`src/design/pbd_consts.svh`:
```
/*
 constants of the pixel bus demultiplexer: register indices, field positions,
 reset values and control codes.
 assumes it is included by bare name wherever a constant is needed.
*/
//
// Contract
// pixels per bus word follow multiplex ratio
// host sets return clock separately per mode
// codes 52/53/54 pick 16/32/64-bit bus
// codes 45/44/43/41 pick 16-bit colour formats
// nibble orders s1-s8, byte order s9-s12
// legacy submode takes pixels from legacy port
// direct colour supports little and big endian
// packed-24 pixels span bus word boundaries
// bits per pixel gives forwarded colour planes
// capture whole word, shift out lowest first
// host writes only listed code combinations
`ifndef PBD_CONSTS_SVH
`define PBD_CONSTS_SVH

// ----------------------------------------------------------------
// register indices (byte address is four times the index)
// ----------------------------------------------------------------
`define PBD_IDX_FMT 6'h18
`define PBD_IDX_MUX 6'h19
`define PBD_IDX_MODE 6'h1A
`define PBD_IDX_DIV 6'h1B
`define PBD_IDX_STAT 6'h1C

// ----------------------------------------------------------------
// field positions and reset values
// ----------------------------------------------------------------
`define PBD_MODE_CLS_BIT 0
`define PBD_MODE_SUB_LSB 4
`define PBD_MODE_BIG_BIT 8
`define PBD_STAT_OVR_BIT 0
`define PBD_STAT_ILL_BIT 1
`define PBD_STAT_BUSY_BIT 2
`define PBD_STAT_BPP_LSB 8
`define PBD_RST_FMT 8'h00
`define PBD_RST_MUX 8'h00
`define PBD_RST_MODE 9'h090
`define PBD_RST_DIV 4'h0

// ----------------------------------------------------------------
// control codes
// ----------------------------------------------------------------
`define PBD_MUX_16 8'h52
`define PBD_MUX_32 8'h53
`define PBD_MUX_64 8'h54
`define PBD_MUX_P32 8'h5B
`define PBD_MUX_P64 8'h5C
`define PBD_FMT_565 8'h45
`define PBD_FMT_1555 8'h44
`define PBD_FMT_664 8'h43
`define PBD_FMT_4444 8'h41

`endif

```
`src/design/pbd_pkg.sv`:
```
/*
 types shared by the pixel bus demultiplexer files.
 assumes the constants header is compiled alongside.
*/
package pbd_pkg;

   // ----------------------------------------------------------------
   // shifter state and mode class
   // ----------------------------------------------------------------
   typedef enum logic {PBD_IDLE, PBD_SHIFT} pbd_state_t;
   typedef enum logic {PBD_CLS_PSEUDO, PBD_CLS_COLOUR} pbd_class_t;

endpackage

```
`src/design/pbd_sync.sv`:
```
/*
 three flop synchroniser for pins from outside the REF_CLK domain.
 assumes the bus data settle well before the load clock edge.
*/
`timescale 1ns/1ps
module pbd_sync #(
   parameter int WIDTH = 1
) (
   input wire logic clk,
   input wire logic rst_n,
   input wire logic [WIDTH-1:0] din,
   output logic [WIDTH-1:0] stage2,
   output logic [WIDTH-1:0] stage3
);
   logic [WIDTH-1:0] stage1_q;
   logic [WIDTH-1:0] stage2_q;
   logic [WIDTH-1:0] stage3_q;

   // ----------------------------------------------------------------
   // chain; the first flop feeds only the second
   // ----------------------------------------------------------------
   always_ff @(posedge clk or negedge rst_n) begin
      if (!rst_n) begin
         stage1_q <= '0;
         stage2_q <= '0;
         stage3_q <= '0;
      end else begin
         stage1_q <= din;
         stage2_q <= stage1_q;
         stage3_q <= stage2_q;
      end
   end

   assign stage2 = stage2_q;
   assign stage3 = stage3_q;
endmodule

```
`src/design/pbd_mode_decode.sv`:
```
/*
 decodes the mode, colour format and multiplex codes into unpack settings.
 assumes the codes come from registers in the same clock domain.
*/
`timescale 1ns/1ps
`include "pbd_consts.svh"
module pbd_mode_decode (
   input wire logic cls,
   input wire logic [3:0] sub,
   input wire logic [7:0] fmt,
   input wire logic [7:0] mux,
   output logic legal,
   output logic legacy,
   output logic packed24,
   output logic swap,
   output logic [5:0] pw,
   output logic [4:0] cnt,
   output logic [3:0] bus_bytes,
   output logic [4:0] bpp,
   output logic [3:0] coff
);
   always_comb begin
      legal = 1'b1;
      legacy = 1'b0;
      packed24 = 1'b0;
      swap = 1'b0;
      pw = 6'h10;
      cnt = 5'h01;
      bus_bytes = 4'h4;
      bpp = 5'h10;
      coff = 4'h0;
      if (cls == pbd_pkg::PBD_CLS_PSEUDO) begin
         if (sub == 4'h0) begin
            legacy = 1'b1;
            pw = 6'h08;
            bpp = 5'h08;
         end else if (sub <= 4'h8) begin
            pw = 6'h04;
            bpp = 5'h04;
            swap = (sub >= 4'h5);
            cnt = 5'h02 << ((sub - 4'h1) & 4'h3);
         end else if (sub <= 4'hC) begin
            pw = 6'h08;
            bpp = 5'h08;
            cnt = 5'h01 << (sub - 4'h9);
         end else begin
            legal = 1'b0;
         end
      end else begin
         unique case (mux)
            `PBD_MUX_16: cnt = 5'h01;
            `PBD_MUX_32: cnt = 5'h02;
            `PBD_MUX_64: cnt = 5'h04;
            `PBD_MUX_P32: bus_bytes = 4'h4;
            `PBD_MUX_P64: bus_bytes = 4'h8;
            default: legal = 1'b0;
         endcase
         if ((mux == `PBD_MUX_P32) || (mux == `PBD_MUX_P64)) begin
            bpp = 5'h18;
            pw = 6'h20;
            cnt = (mux == `PBD_MUX_P64) ? 5'h02 : 5'h01;
            unique case (fmt)
               8'h46: coff = 4'h0;
               8'h47: coff = 4'h8;
               8'h56, 8'h57, 8'h5E, 8'h5F: begin
                  packed24 = 1'b1;
                  pw = 6'h18;
               end
               default: legal = 1'b0;
            endcase
         end else begin
            // direct colour codes differ from true colour only in bit 6
            unique case (fmt & 8'hBF)
               8'h05: bpp = 5'h10;
               8'h04: bpp = 5'h0F;
               8'h03: bpp = 5'h10;
               8'h01: bpp = 5'h0C;
               default: legal = 1'b0;
            endcase
         end
      end
   end
endmodule

```
`src/design/pbd_top.sv`:
```
/*
 pixel bus demultiplexer: captures a bus word on each rising load clock edge while the codes are legal, splits
 it into pixels by mode and shifts them out at the pixel enable rate.
 assumes an APB master, the load clock and bus as asynchronous pins, and a
 host that keeps the pixel rate fast enough to drain a word per load.
*/
// The APB register port was left to the implementer.
`timescale 1ns/1ps
`include "pbd_consts.svh"
module pbd_top (
   input wire logic REF_CLK,
   input wire logic RST_N,
   input wire logic PSEL,
   input wire logic PENABLE,
   input wire logic PWRITE,
   input wire logic [7:0] PADDR,
   input wire logic [31:0] PWDATA,
   output logic [31:0] PRDATA,
   output logic PREADY,
   output logic PSLVERR,
   input wire logic WORD_LOAD_CLOCK,
   input wire logic [63:0] WIDE_PIXEL_BUS,
   input wire logic [7:0] LEGACY_PIXEL_PORT,
   output logic [23:0] PIXEL_DATA,
   output logic PIXEL_VALID,
   output logic [4:0] PIXEL_BITS
);
   // ----------------------------------------------------------------
   // declarations
   // ----------------------------------------------------------------
   logic [72:0] sync2;
   logic [72:0] sync3;
   logic lvl_q, lvl_d;
   logic load;
   logic [63:0] word;
   logic [7:0] legacy_word;

   logic [7:0] fmt_q, fmt_d;
   logic [7:0] mux_q, mux_d;
   logic [8:0] mode_q, mode_d;
   logic [3:0] div_sel_q, div_sel_d;
   logic [31:0] prdata_q, prdata_d;
   logic pslverr_q, pslverr_d;
   logic ovr_clr;

   logic dec_legal, dec_legacy, dec_packed, dec_swap;
   logic [5:0] dec_pw;
   logic [4:0] dec_cnt;
   logic [3:0] dec_bytes;
   logic [4:0] dec_bpp;
   logic [3:0] dec_coff;

   pbd_pkg::pbd_state_t state_q, state_d;
   logic [79:0] latch_q, latch_d;
   logic [4:0] idx_q, idx_d;
   logic [4:0] cnt_q, cnt_d;
   logic [5:0] pw_q, pw_d;
   logic swap_q, swap_d;
   logic big_q, big_d;
   logic [3:0] coff_q, coff_d;
   logic [4:0] bpp_q, bpp_d;
   logic [1:0] res_q, res_d;
   logic [15:0] resd_q, resd_d;
   logic [3:0] div_q, div_d;
   logic [23:0] pix_q, pix_d;
   logic valid_q, valid_d;
   logic [4:0] bits_q, bits_d;
   logic ovr_q, ovr_d;

   logic tick;
   logic last;
   logic [4:0] order;
   logic [7:0] off;
   logic [79:0] shifted;
   logic [79:0] coloured;
   logic [24:0] mask;
   logic [3:0] avail;
   logic [1:0] pk_n;
   logic [79:0] stream;

   // ----------------------------------------------------------------
   // pin synchronisers and load edge
   // ----------------------------------------------------------------
   pbd_sync #(
      .WIDTH(73)
   ) u_sync (
      .clk(REF_CLK),
      .rst_n(RST_N),
      .din({WORD_LOAD_CLOCK, LEGACY_PIXEL_PORT, WIDE_PIXEL_BUS}),
      .stage2(sync2),
      .stage3(sync3)
   );

   // a level change counts only once two stages agree, which rejects a one-flop glitch
   always_comb begin
      lvl_d = (sync2[72] == sync3[72]) ? sync3[72] : lvl_q;
      load = lvl_d & ~lvl_q;
      word = sync3[63:0];
      legacy_word = sync3[71:64];
   end

   always_ff @(posedge REF_CLK or negedge RST_N) begin
      if (!RST_N) begin
         lvl_q <= 1'b0;
      end else begin
         lvl_q <= lvl_d;
      end
   end

   // ----------------------------------------------------------------
   // mode decoder
   // ----------------------------------------------------------------
   pbd_mode_decode u_dec (
      .cls(mode_q[`PBD_MODE_CLS_BIT]),
      .sub(mode_q[`PBD_MODE_SUB_LSB +: 4]),
      .fmt(fmt_q),
      .mux(mux_q),
      .legal(dec_legal),
      .legacy(dec_legacy),
      .packed24(dec_packed),
      .swap(dec_swap),
      .pw(dec_pw),
      .cnt(dec_cnt),
      .bus_bytes(dec_bytes),
      .bpp(dec_bpp),
      .coff(dec_coff)
   );

   // ----------------------------------------------------------------
   // APB register file, zero wait states
   // ----------------------------------------------------------------
   // read data is registered in the setup cycle so it is stable for the access phase
   always_comb begin
      fmt_d = fmt_q;
      mux_d = mux_q;
      mode_d = mode_q;
      div_sel_d = div_sel_q;
      prdata_d = prdata_q;
      pslverr_d = pslverr_q;
      ovr_clr = 1'b0;
      if (PSEL && !PENABLE) begin
         prdata_d = 32'h00000000;
         pslverr_d = 1'b0;
         if (PADDR[1:0] != 2'b00) begin
            pslverr_d = 1'b1;
         end else begin
            unique case (PADDR[7:2])
               `PBD_IDX_FMT: prdata_d[7:0] = fmt_q;
               `PBD_IDX_MUX: prdata_d[7:0] = mux_q;
               `PBD_IDX_MODE: prdata_d[8:0] = mode_q;
               `PBD_IDX_DIV: prdata_d[3:0] = div_sel_q;
               `PBD_IDX_STAT: begin
                  prdata_d[`PBD_STAT_OVR_BIT] = ovr_q;
                  prdata_d[`PBD_STAT_ILL_BIT] = ~dec_legal;
                  prdata_d[`PBD_STAT_BUSY_BIT] = (state_q == pbd_pkg::PBD_SHIFT);
                  prdata_d[`PBD_STAT_BPP_LSB +: 5] = dec_bpp;
               end
               default: pslverr_d = 1'b1;
            endcase
         end
         // a write returns zero so stale register contents never leak onto the bus
         if (PWRITE) begin
            prdata_d = 32'h00000000;
         end
      end
      if (PSEL && PENABLE && PWRITE && !pslverr_q) begin
         unique case (PADDR[7:2])
            `PBD_IDX_FMT: fmt_d = PWDATA[7:0];
            `PBD_IDX_MUX: mux_d = PWDATA[7:0];
            `PBD_IDX_MODE: mode_d = PWDATA[8:0];
            `PBD_IDX_DIV: div_sel_d = PWDATA[3:0];
            `PBD_IDX_STAT: ovr_clr = PWDATA[`PBD_STAT_OVR_BIT];
            default: ovr_clr = 1'b0;
         endcase
      end
   end

   always_ff @(posedge REF_CLK or negedge RST_N) begin
      if (!RST_N) begin
         fmt_q <= `PBD_RST_FMT;
         mux_q <= `PBD_RST_MUX;
         mode_q <= `PBD_RST_MODE;
         div_sel_q <= `PBD_RST_DIV;
         prdata_q <= 32'h00000000;
         pslverr_q <= 1'b0;
      end else begin
         fmt_q <= fmt_d;
         mux_q <= mux_d;
         mode_q <= mode_d;
         div_sel_q <= div_sel_d;
         prdata_q <= prdata_d;
         pslverr_q <= pslverr_d;
      end
   end

   assign PREADY = 1'b1;
   assign PRDATA = prdata_q;
   assign PSLVERR = pslverr_q;

   // ----------------------------------------------------------------
   // pixel extraction from the latched word
   // ----------------------------------------------------------------
   always_comb begin
      order = big_q ? (cnt_q - 5'h01 - idx_q) : idx_q;
      if (swap_q) begin
         order = idx_q ^ 5'h01;
      end
      off = 8'(order * pw_q);
      shifted = latch_q >> off;
      coloured = shifted >> coff_q;
      mask = (25'h0000001 << bpp_q) - 25'h0000001;
      tick = (div_q == 4'h0);
      last = (idx_q + 5'h01 == cnt_q);
   end

   // ----------------------------------------------------------------
   // packed-24 stream assembly
   // ----------------------------------------------------------------
   // residue of up to two bytes carries a 24-bit pixel across word boundaries
   always_comb begin
      avail = {2'b00, res_q} + dec_bytes;
      pk_n = (avail >= 4'h9) ? 2'h3 : ((avail >= 4'h6) ? 2'h2 : 2'h1);
      // pins above a 32-bit bus may float; keep them out of the residue
      stream = ({16'h0000, (dec_bytes == 4'h4) ? {32'h00000000, word[31:0]} : word} << {res_q, 3'b000}) | {64'h0, resd_q};
   end

   // ----------------------------------------------------------------
   // capture and shift out
   // ----------------------------------------------------------------
   always_comb begin
      state_d = state_q;
      latch_d = latch_q;
      idx_d = idx_q;
      cnt_d = cnt_q;
      pw_d = pw_q;
      swap_d = swap_q;
      big_d = big_q;
      coff_d = coff_q;
      bpp_d = bpp_q;
      res_d = res_q;
      resd_d = resd_q;
      pix_d = pix_q;
      valid_d = 1'b0;
      bits_d = bits_q;
      ovr_d = ovr_q;
      div_d = tick ? div_sel_q : (div_q - 4'h1);
      if (ovr_clr) begin
         ovr_d = 1'b0;
      end
      if ((state_q == pbd_pkg::PBD_SHIFT) && tick) begin
         pix_d = coloured[23:0] & mask[23:0];
         valid_d = 1'b1;
         bits_d = bpp_q;
         idx_d = idx_q + 5'h01;
         if (last) begin
            state_d = pbd_pkg::PBD_IDLE;
         end
      end
      // a word arriving before the last one drained replaces it; the loss is flagged
      if (load && dec_legal) begin
         if ((state_q == pbd_pkg::PBD_SHIFT) && !(tick && last)) begin
            ovr_d = 1'b1;
         end
         state_d = pbd_pkg::PBD_SHIFT;
         idx_d = 5'h00;
         div_d = div_sel_q;
         pw_d = dec_pw;
         swap_d = dec_swap;
         big_d = mode_q[`PBD_MODE_BIG_BIT] && (mode_q[`PBD_MODE_CLS_BIT] == pbd_pkg::PBD_CLS_COLOUR);
         coff_d = dec_coff;
         bpp_d = dec_bpp;
         res_d = 2'h0;
         resd_d = 16'h0000;
         cnt_d = dec_cnt;
         if (dec_legacy) begin
            latch_d = {72'h0, legacy_word};
         end else if (dec_packed) begin
            latch_d = stream;
            cnt_d = {3'b000, pk_n};
            res_d = 2'(avail - 4'(3 * pk_n));
            resd_d = 16'(stream >> (24 * pk_n));
         end else begin
            latch_d = {16'h0000, word};
         end
      end
   end

   always_ff @(posedge REF_CLK or negedge RST_N) begin
      if (!RST_N) begin
         state_q <= pbd_pkg::PBD_IDLE;
         latch_q <= 80'h0;
         idx_q <= 5'h00;
         cnt_q <= 5'h01;
         pw_q <= 6'h08;
         swap_q <= 1'b0;
         big_q <= 1'b0;
         coff_q <= 4'h0;
         bpp_q <= 5'h08;
         res_q <= 2'h0;
         resd_q <= 16'h0000;
         div_q <= 4'h0;
         pix_q <= 24'h000000;
         valid_q <= 1'b0;
         bits_q <= 5'h08;
         ovr_q <= 1'b0;
      end else begin
         state_q <= state_d;
         latch_q <= latch_d;
         idx_q <= idx_d;
         cnt_q <= cnt_d;
         pw_q <= pw_d;
         swap_q <= swap_d;
         big_q <= big_d;
         coff_q <= coff_d;
         bpp_q <= bpp_d;
         res_q <= res_d;
         resd_q <= resd_d;
         div_q <= div_d;
         pix_q <= pix_d;
         valid_q <= valid_d;
         bits_q <= bits_d;
         ovr_q <= ovr_d;
      end
   end

   // ----------------------------------------------------------------
   // outputs
   // ----------------------------------------------------------------
   assign PIXEL_DATA = pix_q;
   assign PIXEL_VALID = valid_q;
   // width moves with the pixel it describes, so it stands as long as the data
   assign PIXEL_BITS = bits_q;

endmodule

```
`config.mk`:
```
export PLATFORM = sky130hd
export DESIGN_NAME = pbd_top
export DESIGN_NICKNAME = d
export VERILOG_FILES = /design/src/design/pbd_pkg.sv /design/src/design/pbd_sync.sv /design/src/design/pbd_mode_decode.sv /design/src/design/pbd_top.sv
export VERILOG_INCLUDE_DIRS = /design/src /design/src/design
export SDC_FILE = /design/constraint.sdc
export NUM_CORES = 1
export LEC_CHECK = 0
export ABC_AREA = 0
export BUFFER_PORTS_ARGS = -buffer_cell sky130_fd_sc_hd__buf_4
export CAP_MARGIN = 30
export CORE_AREA = 4 4 200 202
export CTS_CLUSTER_SIZE = 28
export DETAILED_ROUTE_END_ITERATION = 16
export DIE_AREA = 0 0 204 206
export GPL_TIMING_DRIVEN = 0
export PLACE_DENSITY = 0.76
export SETUP_SLACK_MARGIN = 0.5
export SKIP_CTS_REPAIR_TIMING = 1
export SYNTH_ARGS = -nofsm -noshare
export SYNTH_HDL_FRONTEND = slang
export SYNTH_SLANG_ARGS = --single-unit
```
`constraint.sdc`:
```
create_clock -name REF_CLK -period 5.1 [get_ports REF_CLK]
set_clock_uncertainty 0.05 [all_clocks]
set_input_delay 1.53 -clock REF_CLK [delete_from_list [all_inputs] [get_ports REF_CLK]]
set_output_delay 1.53 -clock REF_CLK [all_outputs]
set_load 0.02 [all_outputs]
```
* After elaboration in Yosys (flattened, before gate mapping)
Cells that the tools add are included.
** Cells by class
- Divide/modulo/power cells :: 0
- Multiplexer cells :: 76
- Shift-type cells :: 7
- Magnitude comparators :: 5
- Bitwise operators :: 6
- Reductions and logical operators :: 28
- Equality and inequality tests :: 23
- Multiply operators :: 3
- $add $sub $neg :: 9
** Operators by type and width (number)
- $mux 80 :: 2
- $eq 8x7->1 const B :: 11
- $mux 5 :: 17
- $or 80x16->80 :: 1
- $shl 64x5->80 :: 1
- $shr 80x4->24 :: 1
- $shr 80x7->16 :: 1
- $shr 80x8->80 :: 1
- $mux 64 :: 1
- $mux 16 :: 2
- $mux 4 :: 8
- $eq 6x5->1 const B :: 5
- $mux 6 :: 5
- $mux 1 :: 28
- $mux 13 :: 2
- $and 24x24->24 :: 1
- $shl 1x5->24 const A :: 1
- $sub 24x1->24 const B :: 1
- $pmux 3 s5 :: 1
- $eq 7x3->1 const B :: 2
- $pmux 4 s3 :: 1
- $mux 2 :: 5
- $pmux 5 s2 :: 1
- $reduce_and 2->1 :: 5
- other kinds (34) :: 53
** Storage, ports and cells
- Bits in writable memories :: 0
- Logic and storage cells :: 183
- Memories kept :: 0
- Output and inout bits :: 64
- Register bits after elaboration :: 443
- Bits in latches :: 0
- Bits in read-only memories :: 0
- Input port bits :: 118

* Logic depth before layout (Yosys ltp)
Gate-level depths: netlist (run 1).
- Word-level depth :: 11
- Gate-level depth with buffers :: 21

* Modules after synthesis
Synthesis (run 1) repeated with hierarchy kept, for this count alone.
** Second synthesis, totals
- Cells, all modules :: 2926
- Area total of the unflattened synthesis :: 27184.8 um^2
** Modules (own cells, without submodules)
- pbd_top :: cells an instance 2616, seq. area each 5137.4 um^2, area each 21129.0 um^2, instances 1
- pbd_sync :: cells an instance 219, seq. area each 5480.3 um^2, area each 5480.3 um^2, instances 1
- pbd_mode_decode :: cells an instance 91, seq. area each 0.0 um^2, area each 575.6 um^2, instances 1

* Least setup slack after synthesis (run 1)
OpenSTA, ideal clock, no wires.
- Path kind :: register to register
- Start :: register idx_q[0]
- End :: register pix_q[17] (netlist: PIXEL_DATA[17])
- Period minus slack after synthesis :: 5.654 ns
- Arrival :: 5.538 ns
- Stages on the path, launching flop included :: 21
- Required time :: 4.984 ns
- Path slack :: -0.554 ns
- Setup time :: 0.066 ns
- Buffers on the path :: 1
- Cells stage by stage :: dfrtp_1 -> clkbuf_1 -> inv_1 -> ha_1 -> fa_1 -> and3_1 -> or4_4 -> and3_1 -> o21ai_0 -> fa_1 -> inv_1 -> fa_1 -> ha_1 -> ha_1 -> a21oi_1 -> xnor2_1 -> xnor2_1 -> xnor3_2 -> nor4_4 -> or4b_1 -> nand2_1
** Between the ends
- Longest elaborated chain between the ends :: 7
** RTL lines
- start: declaration :: line pbd_top.sv:55 : logic [4:0] idx_q, idx_d;
- start signal: assignment :: line pbd_top.sv:309 : idx_q <= idx_d;
- $sub 5x5->5 :: line pbd_top.sv:204 : order = big_q ? (cnt_q - 5'h01 - idx_q) : idx_q;
- $mux 5 :: line pbd_top.sv:204
- $mux 5 (*) :: line pbd_top.sv:205 : if (swap_q) begin
- $mul 5x6->8 (*) :: line pbd_top.sv:208 : off = 8'(order * pw_q);
- $shr 80x8->80 (*) :: line pbd_top.sv:209 : shifted = latch_q >> off;
- $shr 80x4->24 (*) :: line pbd_top.sv:210 : coloured = shifted >> coff_q;
- $and 24x24->24 (*) :: line pbd_top.sv:251 : pix_d = coloured[23:0] & mask[23:0];
- end signal: assignment :: line pbd_top.sv:319 : pix_q <= pix_d;
- end: declaration :: line pbd_top.sv:65 : logic [23:0] pix_q, pix_d;
Mark *: on every way between the ends. The rest lies on a longest branch, timed or not.
A chain may end at the register's enable or synchronous reset.

* Worst setup path after layout (run 1)
Same ends and word-level chain as after synthesis.

==> qor.csv, run 1 <==
metric,value,unit
setup.worst_path.end_class,register,
synth.area.top_cells,"dfrtp_1 51%, mux4_2 6.9%, nand2_1 5.2%",
finalPower,7.809,mW
num_vias,17645,
grt-ovfl-total,0,
cts_htree_levels,2,
dieArea,42020,um2
cp_top_family,adder cells,
hold_ws,279.8,ps
diodes,0,
cts_sinks,417,
hpwl,58440,um
cts_tree,done,
fp.dieH,206,um
die_width,204,um
grt_max_degree,131,
crit_path_end,PIXEL_DATA[17]$_DFFE_PN0P_,
synth_edf_count,0,
synth.avg_cell_area,10.61,um2
slew_viol_final,0,
ir_worst_vdd,315.3,uV
drt_iter0_drc,1784,
maxSlewHeadroom,27.39,%
synthCells,1919,
worstSkewPairLatency,580,ps
area_growth,19.84,%
ys_warn_count,0,
hold_class,register to register,
power_leakage,10.60,nW
r2r_setup_slack,-310,ps
crit_required,5570,ps
num-fill-cells,3025,
critical_path.max_stage_delay,580,ps
synthFlopType,dfrtp_1,
cp_slowest_cell,fa_1,
synth_top_area_share,50.51,%
outcome,"complete, but fails checks",
hold_viol_final,0,
place_inst,2598,
crit_arrival,5880,ps
r2r_cells,20,
fin_nets,2295,
layout_setup_ws,-308.5,ps
max_freq,184.9,MHz
violations,setup timing,
powerDensity,320.0,nW/um2
cap_viol_max_count,0,
final_area,24400,um2
rsz0062_at_grt,yes,
cts_max_path_buffers,3,
worst-path-stages,20,
cts_buffers,44,
first_pass_iters,6,
crit_start,idx_q[0]$_DFFE_PN0P_,
path_cells,"buf_6, inv_4, ha_4, fa_2, and3_4, or4_4, a21oi_4, o21ai_2, fa_1, inv_2, fa_1, ha_4, ha_4, a21oi_4, xnor2_2, xnor2_2, xnor3_2, nor4_4, or4b_1, nand2_1",
path_clk_slew,60,ps
finalSetupViolations,22,
wl_per_cell,28.87,um
worst_pin_slew,1089,ps
synth_seq_area_share,51.29,%
grt_pass1_vias,17202,
core,38290,um2
drc_errors,0,
initial_core_util,53.18,%
start_kind,register,
fin_crit,5408,ps
synth_seq_cells,417,
grt_first_pass_wirelength,113600,um
synth.cell_area,20360,um2
ys_types,83,
r2r_start,idx_q[0]$_DFFE_PN0P_,
yosys.area.top_type,dfrtp_1,
gp_congestion,1.049,
cp_max_fo,6,
core.rowCount,72,
gr-usage-all-layers,36.57,%
async_flop_share,100.0,%
vias_per_cell,6.521,
drive_above_1_share,22.21,%
fin_cells,2706,
boundaryPins,182,
portBuffers,138,
cts-root-buf,clkbuf_16,
crit_type,register to register,
r2r_end,PIXEL_DATA[17]$_DFFE_PN0P_,
routed_wl,78130,um
post-route-period-util,106.0,%
dpl_cell_area,22290,um2
worst_path_most_repeated_cell,ha_4,
antenna_found_initial,2,
antenna_left,0,
path_buf_inv,3,
[cell usage in the layout (no fill, tap or decap), types with 18 or more instances in the layout]
master and n:
clkbuf_16 45, a31oi_1 58, o31ai_1 28, a21oi_1 89
o22ai_1 19, buf_4 185, nor2b_1 24, inv_1 23
nand3_1 39, o21ai_0 103, o211ai_1 21, mux4_2 62
conb_1 20, clkbuf_1 102, mux2i_1 73, nor2_1 136
dfrtp_1 411, a211oi_1 18, mux2_2 42, a22o_1 20
nand2_1 279
[metal layers]
metal	vias to the layer above	track usage [%]	part of all wire, %
li1	7427	-	-
met2	1150	58.34	46
met4	4	21.27	8.1
met1	8727	46.38	37
met5	-	0	0.029
met3	337	8.144	9.1
[synthesized netlist by cell type, drive strengths merged (11+ instances only)]
cell type,count
a211oi,23
a21o,14
a21oi,95
a22o,20
a22oi,15
a31oi,58
a32oi,16
and2,11
and3,13
buf,50
clkbuf,110
dfrtp,411
ha,19
inv,29
mux2,42
mux2i,74
mux4,62
nand2,281
nand3,43
nor2,143
nor2b,25
nor3,17
o211ai,21
o21ai,115
o22ai,19
o31ai,28
xnor2,18
[flip-flops by register name, indices dropped and copies added (netlist names), 4 cells and up]
register / flops
bpp_q: 4
div_sel_q: 4
fmt_q: 8
cnt_q: 5
latch_q: 80
PRDATA: 13
mux_q: 8
u_sync.stage3: 73
pw_q: 4
PIXEL_DATA: 24
mode_q: 9
u_sync.stage2: 73
idx_q: 5
PIXEL_BITS: 4
div_q: 4
u_sync.stage1_q: 73
resd_q: 16
[worst register-to-register path, stage by stage (launching register included)]
cell and delay [ps]:
dfrtp_1 370, buf_6 130, inv_4 40, ha_4 150
fa_2 350, and3_4 160, or4_4 440, a21oi_4 190
o21ai_2 80, fa_1 510, inv_2 40, fa_1 580
ha_4 220, ha_4 260, a21oi_4 150, xnor2_2 150
xnor2_2 160, xnor3_2 380, nor4_4 390, or4b_1 470
nand2_1 70
[metrics by stage]
stage | setup TNS [ps] | worst slack (ps) | utilization (%)
after CTS | -16270 | -990.4 | 61.96
final | -4034 | -308.5 | 63.73
after global placement | -554920 | -1361 | 57.92
after floorplan | 0 | 94.61 | -
after global routing | -6937 | -447.5 | 63.73
after detailed placement | -15170 | -950.5 | 58.23
[area by class of cell]
cell class	count	area [um2]	share of cell area (%)
flip-flops and latches	417	10440	42.80
multi-input cells	1330	9567	39.21
repair buffers	169	1376	5.640
clock buffers	58	1245	5.102
plain buffers	160	804.5	3.297
well taps	518	648.1	2.656
clock inverters	23	186.4	0.7640
inverters	31	131.4	0.5384
[worst min path at each step]
| stage | start | to | slack (ps) | cells past startpoint |
|---|---|---|---|---|
| after floorplan | u_sync.stage1_q[0]$_DFF_PN0_ | u_sync.stage2[0]$_DFF_PN0_ | 280 | 0 |
| after global placement | u_sync.stage2[36]$_DFF_PN0_ | u_sync.stage3[36]$_DFF_PN0_ | 280 | 0 |
| after detailed placement | u_sync.stage1_q[0]$_DFF_PN0_ | u_sync.stage2[0]$_DFF_PN0_ | 280 | 0 |
| after CTS | u_sync.stage1_q[42]$_DFF_PN0_ | u_sync.stage2[42]$_DFF_PN0_ | 280 | 0 |
| after global routing | u_sync.stage1_q[57]$_DFF_PN0_ | u_sync.stage2[57]$_DFF_PN0_ | 300 | 0 |
| final | u_sync.stage1_q[42]$_DFF_PN0_ | u_sync.stage2[42]$_DFF_PN0_ | 280 | 0 |
[cells by family (layout without fill, tap and decap cells)]
family                   count (synthesis)  after routing  share of synthesized area (%)
AND/OR/NAND/NOR                        582            582                          12.79
buffers and inverters                  191            441                          4.136
adder cells (fa/ha/maj)                 25             25                          1.708
multiplexers                           178            178                          12.82
XOR/XNOR                                26             27                          1.192
flip-flops                             417            417                          51.29
AO/OA/AOI/OAI                          498            498                          16.03
other                                    2             20                        0.03688
[power by group]
part	total [mW]	internal [mW]	switching [mW]
sequential	3.73	3.51	0.224
clock	3.17	1.79	1.38
combinational	0.908	0.401	0.507
total	7.81	5.70	2.11
Note: power is estimated with default switching activity, not from simulation.
==> inputs of run 2 (changes only) <==
--- a/config.mk
+++ b/config.mk
@@ -9,11 +9,12 @@
 export ABC_AREA = 0
 export BUFFER_PORTS_ARGS = -buffer_cell sky130_fd_sc_hd__buf_4
 export CAP_MARGIN = 30
-export CORE_AREA = 4 4 200 202
+export CORE_AREA = 2 2 198 200
 export CTS_CLUSTER_SIZE = 28
 export DETAILED_ROUTE_END_ITERATION = 16
-export DIE_AREA = 0 0 204 206
+export DIE_AREA = 0 0 200 202
 export GPL_TIMING_DRIVEN = 0
+export MAX_ROUTING_LAYER = met4
 export PLACE_DENSITY = 0.76
 export SETUP_SLACK_MARGIN = 0.5
 export SKIP_CTS_REPAIR_TIMING = 1
==> run 2 against run 1 <==
  * The flow still finishes with violations (setup timing)
  * Die area down 3.9%
  * Worst setup slack worse by 300 ps
  * Cell count about the same
  * Clock power rose by 7.9%
  * Hold slack got worse by 1.2 ps
  * Final area up 0.36%
  * Critical endpoint is now PIXEL_DATA[2]$_DFFE_PN0P_
==> qor.csv, run 2 (synthesized netlist as in run 1, its figures left out) <==
metric,value,unit,change
crit_type,register to register,,
num-fill-cells,2983,,-1.4%
dieArea,40400,um2,-3.9%
grt_pass1_vias,17316,,+0.66%
cts_buffers,43,,-2.3%
r2r_start,idx_q[0]$_DFFE_PN0P_,,
fin_util,63.96,%,+0.23 points
die_width,200,um,-2.0%
crit_arrival,6130,ps,+250 ps
fin_crit,5712,ps,+303.5 ps
cts-root-buf,clkbuf_16,,
drive_above_1_share,22.04,%,-0.17 points
crit_required,5520,ps,-50 ps
rsz0062_at_grt,yes,,
vias_per_cell,6.549,,+0.44%
fp.dieH,202,um,-1.9%
num_vias,17716,,+0.40%
initial_core_util,53.18,%,unchanged
core,38290,um2,unchanged
layout_commonest_cell,dfrtp_1,,
cap_viol_max_count,0,,unchanged
hold_ws,278.6,ps,-1.193 ps
hold_class,register to register,,
diodes,0,,unchanged
outcome,"complete, but fails checks",,
core.rowCount,72,,unchanged
routed_wl,78490,um,+0.46%
slew_viol_final,0,,unchanged
cts_sinks,417,,unchanged
fin_nets,2296,,+0.044%
path_clk_slew,80,ps,+20 ps
hpwl,57970,um,-0.80%
portBuffers,138,,unchanged
gp_congestion,1.053,,+0.41%
largest_register_ff_count,80,,unchanged
boundaryPins,182,,unchanged
place_ws,-979.6,ps,-29.18 ps
r2r_cells,21,,+5.0%
max_freq,175.1,MHz,-5.3%
grt_first_pass_wirelength,113900,um,+0.18%
drc_errors,0,,unchanged
hold_viol_final,0,,unchanged
min_from,u_sync.stage2[52]$_DFF_PN0_,,
min_to,u_sync.stage3[52]$_DFF_PN0_,,
start_kind,register,,
setup.worst_path.end_class,register,,
antenna_found_initial,0,,-2
gr-usage-all-layers,40.31,%,+3.7 points
post-route-period-util,112.0,%,+6.0 points
grt_max_degree,142,,+8.4%
ir_worst_vdd,354.2,uV,+12%
first_pass_iters,8,,+2
cts_htree_levels,2,,unchanged
most-common-layout-cells,"411 x dfrtp_1, 276 x nand2_1, 186 x buf_4",,
grt-ovfl-total,0,,unchanged
drt_iter0_drc,1947,,+9.1%
powerDensity,328.6,nW/um2,+2.7%
finalSetupViolations,24,,+9.1%
layout_setup_ws,-612.0,ps,-303.5 ps
maxSlewHeadroom,27.66,%,+0.26 points
r2r_end,PIXEL_DATA[2]$_DFFE_PN0P_,,
hold-path-cell-count,0,,unchanged
largest-register,latch_q,,
power_leakage,10.63,nW,+0.36%
wl_per_cell,29.02,um,+0.50%
r2r_setup_slack,-610,ps,-300 ps
antenna_left,0,,unchanged
cts_tree,done,,
violations,setup timing,,
cp_max_fo,7,,+1
cts_max_path_buffers,3,,unchanged
area_growth,20.27,%,
worst_pin_slew,1081,ps,-7.920 ps
worstSkewPairLatency,590,ps,about the same
## run 2: changes by cell type in the layout (fill, tap and decap cells not counted), moves of 4 or more
cell / change
a21oi_1: +4
buf_6: +5
o21ai_0: +4
bufinv_16: +6
clkinv_2: -7
## run 2: final cells by class
cell class / count / area [um2] / area share (%)
plain buffers: 160 / 799.5 / 3.265
clock buffers: 57 / 1210 / 4.941
clock inverters: 21 / 330.3 / 1.349
inverters: 31 / 131.4 / 0.5365
multi-input cells: 1329 / 9545 / 38.98
flip-flops and latches: 417 / 10440 / 42.64
well taps: 518 / 648.1 / 2.647
repair buffers: 172 / 1381 / 5.641
## run 2: critical path, cell delays in order, from the launching register on
cell and delay (ps):
dfrtp_1 360, buf_6 130, inv_4 40, ha_4 150
fa_2 360, and3_4 160, or4_4 440, a21oi_4 180
o21ai_2 80, fa_1 510, inv_2 40, fa_1 570
ha_4 210, ha_4 250, a21oi_4 160, xnor2_2 130
xnor2_1 150, xnor3_4 450, buf_4 180, nor3b_2 600
a21oi_1 110, a211oi_1 270
## run 2: metrics by stage
step / instance area, um2 / std cells / power [mW] / setup TNS, ps
after floorplan: 20490 / 1937 / 4.188 / 0
after global placement: 22180 / 2593 / 4.554 / -559320
after detailed placement: 22290 / 2598 / 4.593 / -16760
after CTS: 23830 / 2676 / 7.985 / -17940
after global routing: 24490 / 2705 / 8.292 / -10150
final: 24490 / 2705 / 8.047 / -6884
## run 2: how the worst max path moves through the flow
stage,endpoint,start
CTS,PIXEL_DATA[0]$_DFFE_PN0P_,idx_q[3]$_DFFE_PN0P_
finish,PIXEL_DATA[2]$_DFFE_PN0P_,idx_q[0]$_DFFE_PN0P_
detailed placement,PIXEL_DATA[0]$_DFFE_PN0P_,idx_q[3]$_DFFE_PN0P_
floorplan,PIXEL_DATA[17]$_DFFE_PN0P_,idx_q[0]$_DFFE_PN0P_
global route,PIXEL_DATA[2]$_DFFE_PN0P_,idx_q[0]$_DFFE_PN0P_
global placement,u_sync.stage1_q[16]$_DFF_PN0_,RST_N
## run 2: report_power, final
group | switching, mW | internal, mW
Sequential | 0.215 | 3.51
Combinational | 0.508 | 0.397
Clock | 1.37 | 2.05
## run 2: layer usage
layer	wire length, um	track usage, %
met1	28580	49.71
met2	36350	60.78
met3	7787	8.326
met4	5773	25.42
met5	0	-
